**config.mk**
```make
export PLATFORM = sky130hd
export DESIGN_NAME = vdh_host
export DESIGN_NICKNAME = d
export VERILOG_FILES = /design/src/vdh_pkg.sv /design/src/vdh_ref_if.sv /design/src/vdh_refresh_sched.sv /design/src/vdh_host.sv
export VERILOG_INCLUDE_DIRS = /design/src /design/src/src
export SDC_FILE = /design/constraint.sdc
export NUM_CORES = 1
export LEC_CHECK = 0
export BUFFER_PORTS_ARGS = -buffer_cell sky130_fd_sc_hd__buf_2
export CAP_MARGIN = 0
export CORE_MARGIN = 5
export CORE_UTILIZATION = 55
export DETAILED_ROUTE_END_ITERATION = 7
export HOLD_SLACK_MARGIN = 0.06
export PLACE_DENSITY = 0.86
export REMOVE_ABC_BUFFERS = 1
export SLEW_MARGIN = 25
export SYNTH_ARGS = -nofsm -noshare
export SYNTH_HDL_FRONTEND = slang
export SYNTH_SLANG_ARGS = --single-unit
```
**constraint.sdc**
```tcl
create_clock -name sys_clk_in -period 3.6 [get_ports sys_clk_in]
set_input_delay 0.72 -clock sys_clk_in [delete_from_list [all_inputs] [get_ports sys_clk_in]]
set_output_delay 0.72 -clock sys_clk_in [all_outputs]
set_load 0.01 [all_outputs]
```
**src/vdh_params.svh**
```systemverilog
`ifndef VDH_PARAMS_SVH
`define VDH_PARAMS_SVH

`define VDH_CLK_MHZ     40
`define VDH_ADDR_W      9
`define VDH_DATA_W      4
`define VDH_CEIL_CYC(ns) ((((ns) * `VDH_CLK_MHZ) + 999) / 1000)

`define VDH_T_RAH_NS    15
`define VDH_T_CAS_NS    25
`define VDH_T_RAS_NS    100
`define VDH_T_RP_NS     70
`define VDH_T_CP_NS     10
`define VDH_T_OEA_NS    25
`define VDH_T_OED_NS    20
`define VDH_T_WP_NS     20
`define VDH_T_CSR_NS    10
`define VDH_T_REF_MS    8
`define VDH_REF_ROWS    512
`define VDH_MAX_PEND    8

`define VDH_RAH_CYC     `VDH_CEIL_CYC(`VDH_T_RAH_NS)
`define VDH_CAS_CYC     `VDH_CEIL_CYC(`VDH_T_CAS_NS)
`define VDH_RAS_CYC     `VDH_CEIL_CYC(`VDH_T_RAS_NS)
`define VDH_RP_CYC      `VDH_CEIL_CYC(`VDH_T_RP_NS)
`define VDH_CP_CYC      `VDH_CEIL_CYC(`VDH_T_CP_NS)
`define VDH_OEA_CYC     `VDH_CEIL_CYC(`VDH_T_OEA_NS)
`define VDH_OED_CYC     `VDH_CEIL_CYC(`VDH_T_OED_NS)
`define VDH_WP_CYC      `VDH_CEIL_CYC(`VDH_T_WP_NS)
`define VDH_CSR_CYC     `VDH_CEIL_CYC(`VDH_T_CSR_NS)
`define VDH_REF_INT_CYC \
  ((`VDH_T_REF_MS * 1000000 * `VDH_CLK_MHZ / 1000) / `VDH_REF_ROWS)

`endif

```
**src/vdh_pkg.sv**
```systemverilog
package vdh_pkg;

  typedef enum logic [3:0] {
    VDH_CMD_READ       = 4'h0,
    VDH_CMD_WRITE      = 4'h1,
    VDH_CMD_LATE_WRITE = 4'h2,
    VDH_CMD_RMW        = 4'h3,
    VDH_CMD_RAS_REF    = 4'h4,
    VDH_CMD_CBR_REF    = 4'h5,
    VDH_CMD_HIDDEN     = 4'h6,
    VDH_CMD_XFER_RD    = 4'h7,
    VDH_CMD_XFER_WR    = 4'h8,
    VDH_CMD_XFER_PSEUDO = 4'h9
  } vdh_cmd_t;

  typedef enum logic [11:0] {
    ST_IDLE   = 12'h001,
    ST_SETUP  = 12'h002,
    ST_ROW    = 12'h004,
    ST_COL    = 12'h008,
    ST_ACC    = 12'h010,
    ST_RMWSET = 12'h020,
    ST_WLATE  = 12'h040,
    ST_HOLD   = 12'h080,
    ST_CPRE   = 12'h100,
    ST_HIDUP  = 12'h200,
    ST_PRE    = 12'h400,
    ST_CSR    = 12'h800
  } vdh_state_t;

endpackage : vdh_pkg

```
**src/vdh_ref_if.sv**
```systemverilog
`timescale 1ns/100ps

interface vdh_ref_if;
  logic req;
  logic ack;
  modport sched (output req, input ack);
  modport ctrl  (input req, output ack);
endinterface : vdh_ref_if

```
**src/vdh_refresh_sched.sv**
```systemverilog
`timescale 1ns/100ps
`include "vdh_params.svh"

module vdh_refresh_sched
  import vdh_pkg::*;
#(
  parameter int INTERVAL = `VDH_REF_INT_CYC,
  parameter int MAX_PEND = `VDH_MAX_PEND
)
(
  input  wire logic      sys_clk_in,
  input  wire logic      rst_n_in,
  input  wire logic      ce_in,
  vdh_ref_if.sched       rif
);

  logic [15:0] tick_cnt_r;
  logic [3:0]  pend_r;
  logic        tick;

  assign tick    = (tick_cnt_r == 16'(INTERVAL - 1));
  assign rif.req = (pend_r != 4'h0);

  always_ff @(posedge sys_clk_in or negedge rst_n_in)
  begin
    if (!rst_n_in)
      tick_cnt_r <= 16'h0000;
    else if (ce_in)
      tick_cnt_r <= tick ? 16'h0000 : tick_cnt_r + 16'h0001;
  end

  // pending refresh count
  // A slot that falls in the cycle a refresh is granted is kept.
  always_ff @(posedge sys_clk_in or negedge rst_n_in)
  begin
    if (!rst_n_in)
      pend_r <= 4'h0;
    else if (ce_in)
    begin
      if (tick && !rif.ack && pend_r != 4'(MAX_PEND))
        pend_r <= pend_r + 4'h1;
      else if (!tick && rif.ack)
        pend_r <= pend_r - 4'h1;
    end
  end
endmodule : vdh_refresh_sched

```
**src/vdh_host.sv**
```systemverilog
`timescale 1ns/100ps
`include "vdh_params.svh"

module vdh_host
  import vdh_pkg::*;
#(
  parameter int ADDR_W  = `VDH_ADDR_W,
  parameter int DATA_W  = `VDH_DATA_W,
  parameter int REF_INT = `VDH_REF_INT_CYC,
  parameter int WAIT_W  = 4
)
(
  input  wire logic              sys_clk_in,
  input  wire logic              rst_n_in,
  input  wire logic              ce_in,
  input  wire logic              cmd_valid_in,
  input  wire logic [3:0]        cmd_type_in,
  input  wire logic [ADDR_W-1:0] cmd_row_in,
  input  wire logic [ADDR_W-1:0] cmd_col_in,
  input  wire logic [DATA_W-1:0] cmd_data_in,
  input  wire logic [DATA_W-1:0] cmd_mask_in,
  input  wire logic              cmd_mask_en_in,
  input  wire logic              cmd_page_in,
  output logic                   cmd_ready_out,
  output logic [DATA_W-1:0]      rd_data_out,
  output logic                   rd_valid_out,
  output logic                   row_strobe_n_out,
  output logic                   column_strobe_n_out,
  output logic [ADDR_W-1:0]      addr_out,
  output logic                   transfer_output_enable_n_out,
  output logic                   mask_write_enable_n_out,
  output logic                   serial_enable_n_out,
  input  wire logic [DATA_W-1:0] data_in,
  output logic [DATA_W-1:0]      data_out,
  output logic                   data_oe_out
);

  localparam logic [3:0] RAS_AGE_MIN = 4'(`VDH_RAS_CYC - 1);

  vdh_ref_if rif ();

  vdh_state_t          state_r, state_nxt;
  logic [WAIT_W-1:0]   wait_r, wait_nxt;
  logic [3:0]          age_r;
  logic [3:0]          hi_cnt_r;
  vdh_cmd_t            cmd_r, cmd_in;
  logic [ADDR_W-1:0]   row_r, col_r;
  logic [DATA_W-1:0]   wdat_r;
  logic                hid_done_r;
  logic                ras_n_r, ras_n_nxt, cas_n_r, cas_n_nxt;
  logic                oe_n_r, oe_n_nxt, we_n_r, we_n_nxt, se_n_r, se_n_nxt;
  logic                dq_oe_r, dq_oe_nxt, ready_r, ready_nxt;
  logic [ADDR_W-1:0]   addr_r, addr_nxt;
  logic [DATA_W-1:0]   dq_r, dq_nxt;
  logic                take, in_wr, in_xfer, cur_xfer, page_ok;

  function automatic logic [WAIT_W-1:0] cyc(input int n);
    return WAIT_W'(n - 1);
  endfunction : cyc

  function automatic logic pageable(input vdh_cmd_t c);
    return c == VDH_CMD_READ || c == VDH_CMD_WRITE || c == VDH_CMD_LATE_WRITE
        || c == VDH_CMD_RMW;
  endfunction : pageable

  vdh_refresh_sched #(.INTERVAL(REF_INT)) u_sched (
    .sys_clk_in (sys_clk_in),
    .rst_n_in   (rst_n_in),
    .ce_in      (ce_in),
    .rif        (rif)
  );

  assign cmd_in   = vdh_cmd_t'(cmd_type_in);
  assign take     = cmd_valid_in && ready_r;
  assign in_wr    = cmd_in == VDH_CMD_WRITE || cmd_in == VDH_CMD_LATE_WRITE
                 || cmd_in == VDH_CMD_RMW;
  assign in_xfer  = cmd_in == VDH_CMD_XFER_RD || cmd_in == VDH_CMD_XFER_WR
                 || cmd_in == VDH_CMD_XFER_PSEUDO;
  assign cur_xfer = cmd_r == VDH_CMD_XFER_RD || cmd_r == VDH_CMD_XFER_WR
                 || cmd_r == VDH_CMD_XFER_PSEUDO;
  assign page_ok  = cmd_valid_in && cmd_page_in && cmd_row_in == row_r && pageable(cmd_in)
                 && pageable(cmd_r) && !rif.req;

  always_comb
  begin
    state_nxt = state_r;
    wait_nxt  = (wait_r == '0) ? wait_r : wait_r - 1'b1;
    ras_n_nxt = ras_n_r;
    cas_n_nxt = cas_n_r;
    oe_n_nxt  = oe_n_r;
    we_n_nxt  = we_n_r;
    se_n_nxt  = se_n_r;
    dq_oe_nxt = dq_oe_r;
    addr_nxt  = addr_r;
    dq_nxt    = dq_r;
    rif.ack   = 1'b0;
    case (state_r)
      ST_IDLE:
        if (take && cmd_in == VDH_CMD_CBR_REF || !take && rif.req)
        begin
          rif.ack   = !take;
          cas_n_nxt = 1'b0;
          state_nxt = ST_CSR;
          wait_nxt  = cyc(`VDH_CSR_CYC);
        end
        else if (take)
        begin
          addr_nxt  = cmd_row_in;
          // transfer type picked by levels at row strobe fall
          oe_n_nxt  = !in_xfer;
          // mask latched by write enable low at row strobe fall
          we_n_nxt  = !(cmd_mask_en_in && in_wr || cmd_in == VDH_CMD_XFER_WR
                        || cmd_in == VDH_CMD_XFER_PSEUDO);
          se_n_nxt  = cmd_in != VDH_CMD_XFER_WR;
          dq_nxt    = cmd_mask_in;
          dq_oe_nxt = cmd_mask_en_in && in_wr;
          state_nxt = ST_SETUP;
        end
      ST_SETUP:
      begin
        // row strobe falls with column strobe high
        ras_n_nxt = 1'b0;
        state_nxt = ST_ROW;
        wait_nxt  = cyc(`VDH_RAH_CYC);
      end
      ST_CSR:
        if (wait_r == '0)
        begin
          ras_n_nxt = 1'b0;
          state_nxt = ST_HOLD;
        end
      ST_ROW, ST_CPRE:
        if (wait_r == '0)
        begin
          // row-only refresh never lowers column strobe
          if (cmd_r == VDH_CMD_RAS_REF)
            state_nxt = ST_HOLD;
          else
          begin
            // column address follows row address on shared pins
            addr_nxt  = col_r;
            cas_n_nxt = 1'b0;
            dq_nxt    = wdat_r;
            if (cmd_r == VDH_CMD_WRITE)
            begin
              // early write lowers write enable by column strobe
              we_n_nxt  = 1'b0;
              dq_oe_nxt = 1'b1;
            end
            else if (!cur_xfer)
            begin
              // mask phase ends on the edge where column strobe falls
              we_n_nxt  = 1'b1;
              dq_oe_nxt = 1'b0;
            end
            state_nxt = ST_COL;
            wait_nxt  = cyc(`VDH_CAS_CYC);
          end
        end
      ST_COL:
        if (wait_r == '0)
          case (cmd_r)
            VDH_CMD_READ, VDH_CMD_HIDDEN, VDH_CMD_RMW:
            begin
              // output enable low for the access time
              oe_n_nxt  = 1'b0;
              state_nxt = ST_ACC;
              wait_nxt  = cyc(`VDH_OEA_CYC);
            end
            VDH_CMD_LATE_WRITE:
            begin
              // write enable falls after column strobe
              we_n_nxt  = 1'b0;
              dq_oe_nxt = 1'b1;
              state_nxt = ST_WLATE;
              wait_nxt  = cyc(`VDH_WP_CYC);
            end
            VDH_CMD_XFER_RD, VDH_CMD_XFER_WR, VDH_CMD_XFER_PSEUDO:
            begin
              // output enable rise completes the transfer
              oe_n_nxt  = 1'b1;
              state_nxt = ST_HOLD;
            end
            default:
            begin
              we_n_nxt  = 1'b1;
              dq_oe_nxt = 1'b0;
              state_nxt = ST_HOLD;
            end
          endcase
      ST_ACC:
        if (wait_r == '0)
        begin
          if (cmd_r == VDH_CMD_RMW)
          begin
            // release output enable before driving write data
            oe_n_nxt  = 1'b1;
            state_nxt = ST_RMWSET;
            wait_nxt  = cyc(`VDH_OED_CYC);
          end
          else
            state_nxt = ST_HOLD;
        end
      ST_RMWSET:
        if (wait_r == '0)
        begin
          we_n_nxt  = 1'b0;
          dq_oe_nxt = 1'b1;
          state_nxt = ST_WLATE;
          wait_nxt  = cyc(`VDH_WP_CYC);
        end
      ST_WLATE:
        if (wait_r == '0)
        begin
          we_n_nxt  = 1'b1;
          dq_oe_nxt = 1'b0;
          state_nxt = ST_HOLD;
        end
      ST_HOLD:
        if (take)
        begin
          // next column in the open row
          cas_n_nxt = 1'b1;
          oe_n_nxt  = 1'b1;
          state_nxt = ST_CPRE;
          wait_nxt  = cyc(`VDH_CP_CYC);
        end
        // row strobe held for its minimum low width
        else if (age_r >= RAS_AGE_MIN)
        begin
          ras_n_nxt = 1'b1;
          wait_nxt  = cyc(`VDH_RP_CYC);
          if (cmd_r == VDH_CMD_HIDDEN && !hid_done_r)
            // column strobe and output enable stay low
            state_nxt = ST_HIDUP;
          else
          begin
            cas_n_nxt = 1'b1;
            oe_n_nxt  = 1'b1;
            we_n_nxt  = 1'b1;
            se_n_nxt  = 1'b1;
            dq_oe_nxt = 1'b0;
            state_nxt = ST_PRE;
          end
        end
      ST_HIDUP:
        if (wait_r == '0)
        begin
          ras_n_nxt = 1'b0;
          state_nxt = ST_HOLD;
        end
      ST_PRE:
        if (wait_r == '0)
          state_nxt = ST_IDLE;
      default:
        state_nxt = ST_IDLE;
    endcase
    ready_nxt = (state_nxt == ST_IDLE && !rif.req)
             || (state_nxt == ST_HOLD && page_ok);
  end

  always_ff @(posedge sys_clk_in or negedge rst_n_in)
  begin
    if (!rst_n_in)
    begin
      state_r <= ST_IDLE;
      wait_r  <= '0;
      ready_r <= 1'b0;
    end
    else if (ce_in)
    begin
      state_r <= state_nxt;
      wait_r  <= wait_nxt;
      ready_r <= ready_nxt;
    end
  end

  always_ff @(posedge sys_clk_in or negedge rst_n_in)
  begin
    if (!rst_n_in)
    begin
      ras_n_r <= 1'b1;
      cas_n_r <= 1'b1;
      oe_n_r  <= 1'b1;
      we_n_r  <= 1'b1;
      se_n_r  <= 1'b1;
      dq_oe_r <= 1'b0;
      addr_r  <= '0;
      dq_r    <= '0;
    end
    else if (ce_in)
    begin
      ras_n_r <= ras_n_nxt;
      cas_n_r <= cas_n_nxt;
      oe_n_r  <= oe_n_nxt;
      we_n_r  <= we_n_nxt;
      se_n_r  <= se_n_nxt;
      dq_oe_r <= dq_oe_nxt;
      addr_r  <= addr_nxt;
      dq_r    <= dq_nxt;
    end
  end

  always_ff @(posedge sys_clk_in or negedge rst_n_in)
  begin
    if (!rst_n_in)
    begin
      cmd_r      <= VDH_CMD_READ;
      row_r      <= '0;
      col_r      <= '0;
      wdat_r     <= '0;
      hid_done_r <= 1'b0;
    end
    else if (ce_in)
    begin
      if (take)
      begin
        cmd_r  <= cmd_in;
        row_r  <= cmd_row_in;
        col_r  <= cmd_col_in;
        wdat_r <= cmd_data_in;
      end
      else if (state_r == ST_IDLE && rif.req)
        cmd_r <= VDH_CMD_CBR_REF;
      if (state_r == ST_IDLE)
        hid_done_r <= 1'b0;
      else if (state_r == ST_HIDUP)
        hid_done_r <= 1'b1;
    end
  end

  always_ff @(posedge sys_clk_in or negedge rst_n_in)
  begin
    if (!rst_n_in)
    begin
      age_r    <= 4'h0;
      hi_cnt_r <= 4'hF;
    end
    else if (ce_in)
    begin
      age_r    <= ras_n_r ? 4'h0 : (age_r == 4'hF ? age_r : age_r + 4'h1);
      hi_cnt_r <= !ras_n_r ? 4'h0 : (hi_cnt_r == 4'hF ? hi_cnt_r : hi_cnt_r + 4'h1);
    end
  end

  // read data sampled after the access time
  always_ff @(posedge sys_clk_in or negedge rst_n_in)
  begin
    if (!rst_n_in)
    begin
      rd_valid_out <= 1'b0;
      rd_data_out  <= '0;
    end
    else if (ce_in)
    begin
      rd_valid_out <= state_r == ST_ACC && wait_r == '0;
      if (state_r == ST_ACC && wait_r == '0)
        rd_data_out <= data_in;
    end
  end

  assign cmd_ready_out                = ready_r;
  assign row_strobe_n_out             = ras_n_r;
  assign column_strobe_n_out          = cas_n_r;
  assign addr_out                     = addr_r;
  assign transfer_output_enable_n_out = oe_n_r;
  assign mask_write_enable_n_out      = we_n_r;
  assign serial_enable_n_out          = se_n_r;
  assign data_out                     = dq_r;
  assign data_oe_out                  = dq_oe_r;
endmodule : vdh_host

```
==> metrics.txt <==
Area Overhead vs Synth=11.0%; period utilisation layout=92.1%; CTS-repair resized insts=0; clock latency on the worst-skew pair=0.37 ns; Final nets=667; worst-case reg-to-reg path depth=10; Post-DP HPWL=10300 um; H-tree Lvls=3; number of global-route vias before repair=4656; Clock Skew=0.0169 ns; Synth area leader=dfrtp_1; area share of the largest cell type after synthesis=39.0%; worst hold path class=in -> async; CP Data Arrival Time=3.60 ns; drt drc=0; Final Hold Vio Count=0; CP Class=reg -> reg; initial antenna violation count=0; Crit. End Element=register; syn avg cell area=9.73 um^2; Critical Path Fanout Max=11; max-slew violations=0; leakage power=2.80 nW; top post-synthesis cells by area=dfrtp_1 39%, mux2_2 5.7%, o21ai_0 4.2%; die width=110 um; diode count=0; setup tns final=0 ns; Num CTS Buffers=9; Post-synth EDFFs=0; first-pass GRT wire length=23200 um; ys flop type=dfrtp_1; worst relative slew slack=52.5%; Root Driver=clkbuf_8; die height=110 um; CTS tree=done; antenna viol nets, final=0; worst vdd ir=0.377 mV; initial DRC count=372; hold_buf cts=0; final worst path period need=3.32 ns; FP Rows=36; Pre-antenna DRT Iters=5; via count=4773; clk slew on worst S/H paths=0.10 ns; maxcap violations=0; Post-Syn Instances=567; RSZ-0062 raised after global routing=no; Startpoint Class=register; Post-Route WL=14100 um; Core ar.=9770 um^2; Worst path slowest cell=dfrtp_1; cells along the critical path=nor4_4, and3_1, a21boi_0, o21ai_0, ha_1, a21o_1, a21oi_1, a41o_1, o211ai_1, o21ai_0; Post-Syn Area=5520 um^2; distinct cell type count after synthesis=78; Die Footprint=12100 um^2; total track usage=24.4%; via/cell ratio=6.31; Max Clk Rate=302 MHz; GRT overflow=0; clock tree buffer depth=2; PortBufs=64; Syn. warnings=0; clock sink count=92; I/O pins=65; PD cells=688 nW/um^2; Worst-Margin Slew=0.708 ns; outcome=finished clean; critical path required time=3.89 ns; Seq cells post-synth=92; cell mode on critical path=o21ai_0; gpl congestion=1.00; register area share after synthesis=41.8%; largest net degree at the start of global routing=54; Post-synth ARST share=100%; starting density of the core=56.5%; layout cells sized above 1=24.4%; final total power=4.22 mW; CP peak stage delay=0.56 ns; routed len/inst=18.7 um; Setup Buffers After CTS=0; # setup viols final=0
layer usage:
| metal | vias up | global-route usage (%) | part of all wire (%) |
|---|---|---|---|
| met5 | - | 0 | 0 |
| met4 | 0 | 7.56 | 2.0 |
| met3 | 38 | 5.59 | 7.9 |
| met2 | 230 | 40.7 | 49 |
| met1 | 2298 | 31.7 | 41 |
| li1 | 2207 | - | - |
worst max-delay path: cells and delay by family (launching register included):
family,cells,cell delay [ns]
adders and majority gates,1,0.33
AOI/OAI and AO/OA,7,1.48
and+or+nand+nor,2,0.84
DFF,1,0.56
placed cells by master, fill, tap and decap left out, drive strengths merged, types with 14 or more instances in the layout:
cell | synthesis | layout
a21oi | 27 | 27
buf | 17 | 76
dfrtp | 86 | 86
inv | 18 | 21
mux2 | 33 | 33
mux2i | 14 | 14
nand2 | 46 | 46
nand3 | 17 | 17
nor2 | 29 | 29
nor3 | 20 | 20
o21ai | 49 | 49
xnor2 | 17 | 17
stage by stage:
| stage | hold slack [ns] | setup slack (ns) | utilization (%) | cell area (um^2) | std cells |
|---|---|---|---|---|---|
| 2_1_floorplan | 0.424 | 0.520 | - | 5340 | 532 |
| 3_3_place_gp | 0.460 | 0.565 | 60.5 | 5920 | 741 |
| 3_5_place_dp | 0.469 | 0.436 | 60.5 | 5920 | 741 |
| 4_1_cts | 0.414 | 0.350 | 62.7 | 6130 | 757 |
| 5_1_grt | 0.440 | 0.0904 | 62.7 | 6130 | 757 |
| 6_report | 0.370 | 0.285 | 62.7 | 6130 | 757 |
cells in the mapped netlist, types with 6 or more instances:
cell and instances:
dfrtp_1 86, nand2_1 46, o21ai_0 46, nor2_1 29
mux2_2 28, a21oi_1 27, nor3_1 19, clkbuf_1 18
inv_1 17, nand3_1 17, xnor2_1 17, mux2i_1 14
xor2_1 13, nand4_1 12, buf_2 9, nor4_1 9
and3_1 8, ha_1 7, nor4b_1 7, or3_1 7
dfstp_2 6, o211ai_1 6
cell type report:
type                    instances  area [um^2]
flip-flops and latches         92         2310
clock inverters                 7         83.8
multi-input cells             422         2960
repair buffers                 76          413
inverters                      18         67.6
clock buffers                   9          124
well taps                     133          166
fillers                       826         3650
registers in the layout, summed over array words and instances, names as in the netlist:
signal / flops
wait_r: 4
row_r: 9
data_oe_out: 1
age_r: 4
mask_write_enable_n_out: 1
rd_data_out: 4
transfer_output_enable_n_out: 1
u_sched.pend_r: 4
col_r: 9
column_strobe_n_out: 1
rd_valid_out: 1
state_r: 12
data_out: 4
row_strobe_n_out: 1
cmd_ready_out: 1
wdat_r: 4
cmd_r: 4
u_sched.tick_cnt_r: 16
hid_done_r: 1
serial_enable_n_out: 1
addr_out: 9
where the power goes:
| group | leakage, nW | switching [mW] | internal (mW) |
|---|---|---|---|
| Combinational | 1.55 | 0.978 | 0.739 |
| Clock | 0.102 | 0.399 | 0.333 |
| Sequential | 1.15 | 0.366 | 1.40 |
| Total | 2.80 | 1.74 | 2.47 |
worst paths after layout:
kind	startpoint	endpoint	slack, ns
setup / recovery	state_r[4]$_DFFE_PN0P_	u_sched.pend_r[3]$_DFFE_PN0P_	0.28
hold / removal	rst_n_in	age_r[1]$_DFFE_PN0P_	0.37
setup reg to reg	state_r[4]$_DFFE_PN0P_	u_sched.pend_r[3]$_DFFE_PN0P_	0.28
hold reg to reg	data_out[0]$_DFFE_PN0P_	data_out[0]$_DFFE_PN0P_	0.50
max in group asynchronous	rst_n_in	column_strobe_n_out$_DFFE_PN1P_	2.41
min in group sys_clk_in	data_out[0]$_DFFE_PN0P_	data_out[0]$_DFFE_PN0P_	0.50
cells by family (layout without fill, tap and decap cells):
| group | Yosys count | after routing | share of synthesized area, % |
|---|---|---|---|
| and+or+nand+nor | 192 | 192 | 19.9 |
| AOI/OAI and AO/OA | 145 | 145 | 17.5 |
| DFF | 92 | 92 | 41.8 |
| buffers and inverters | 53 | 110 | 4.49 |
| muxes | 47 | 47 | 9.54 |
| xor gates and xnor gates | 30 | 30 | 4.76 |
| adders and majority gates | 8 | 8 | 1.95 |
Power figures use the tool's default switching activity.
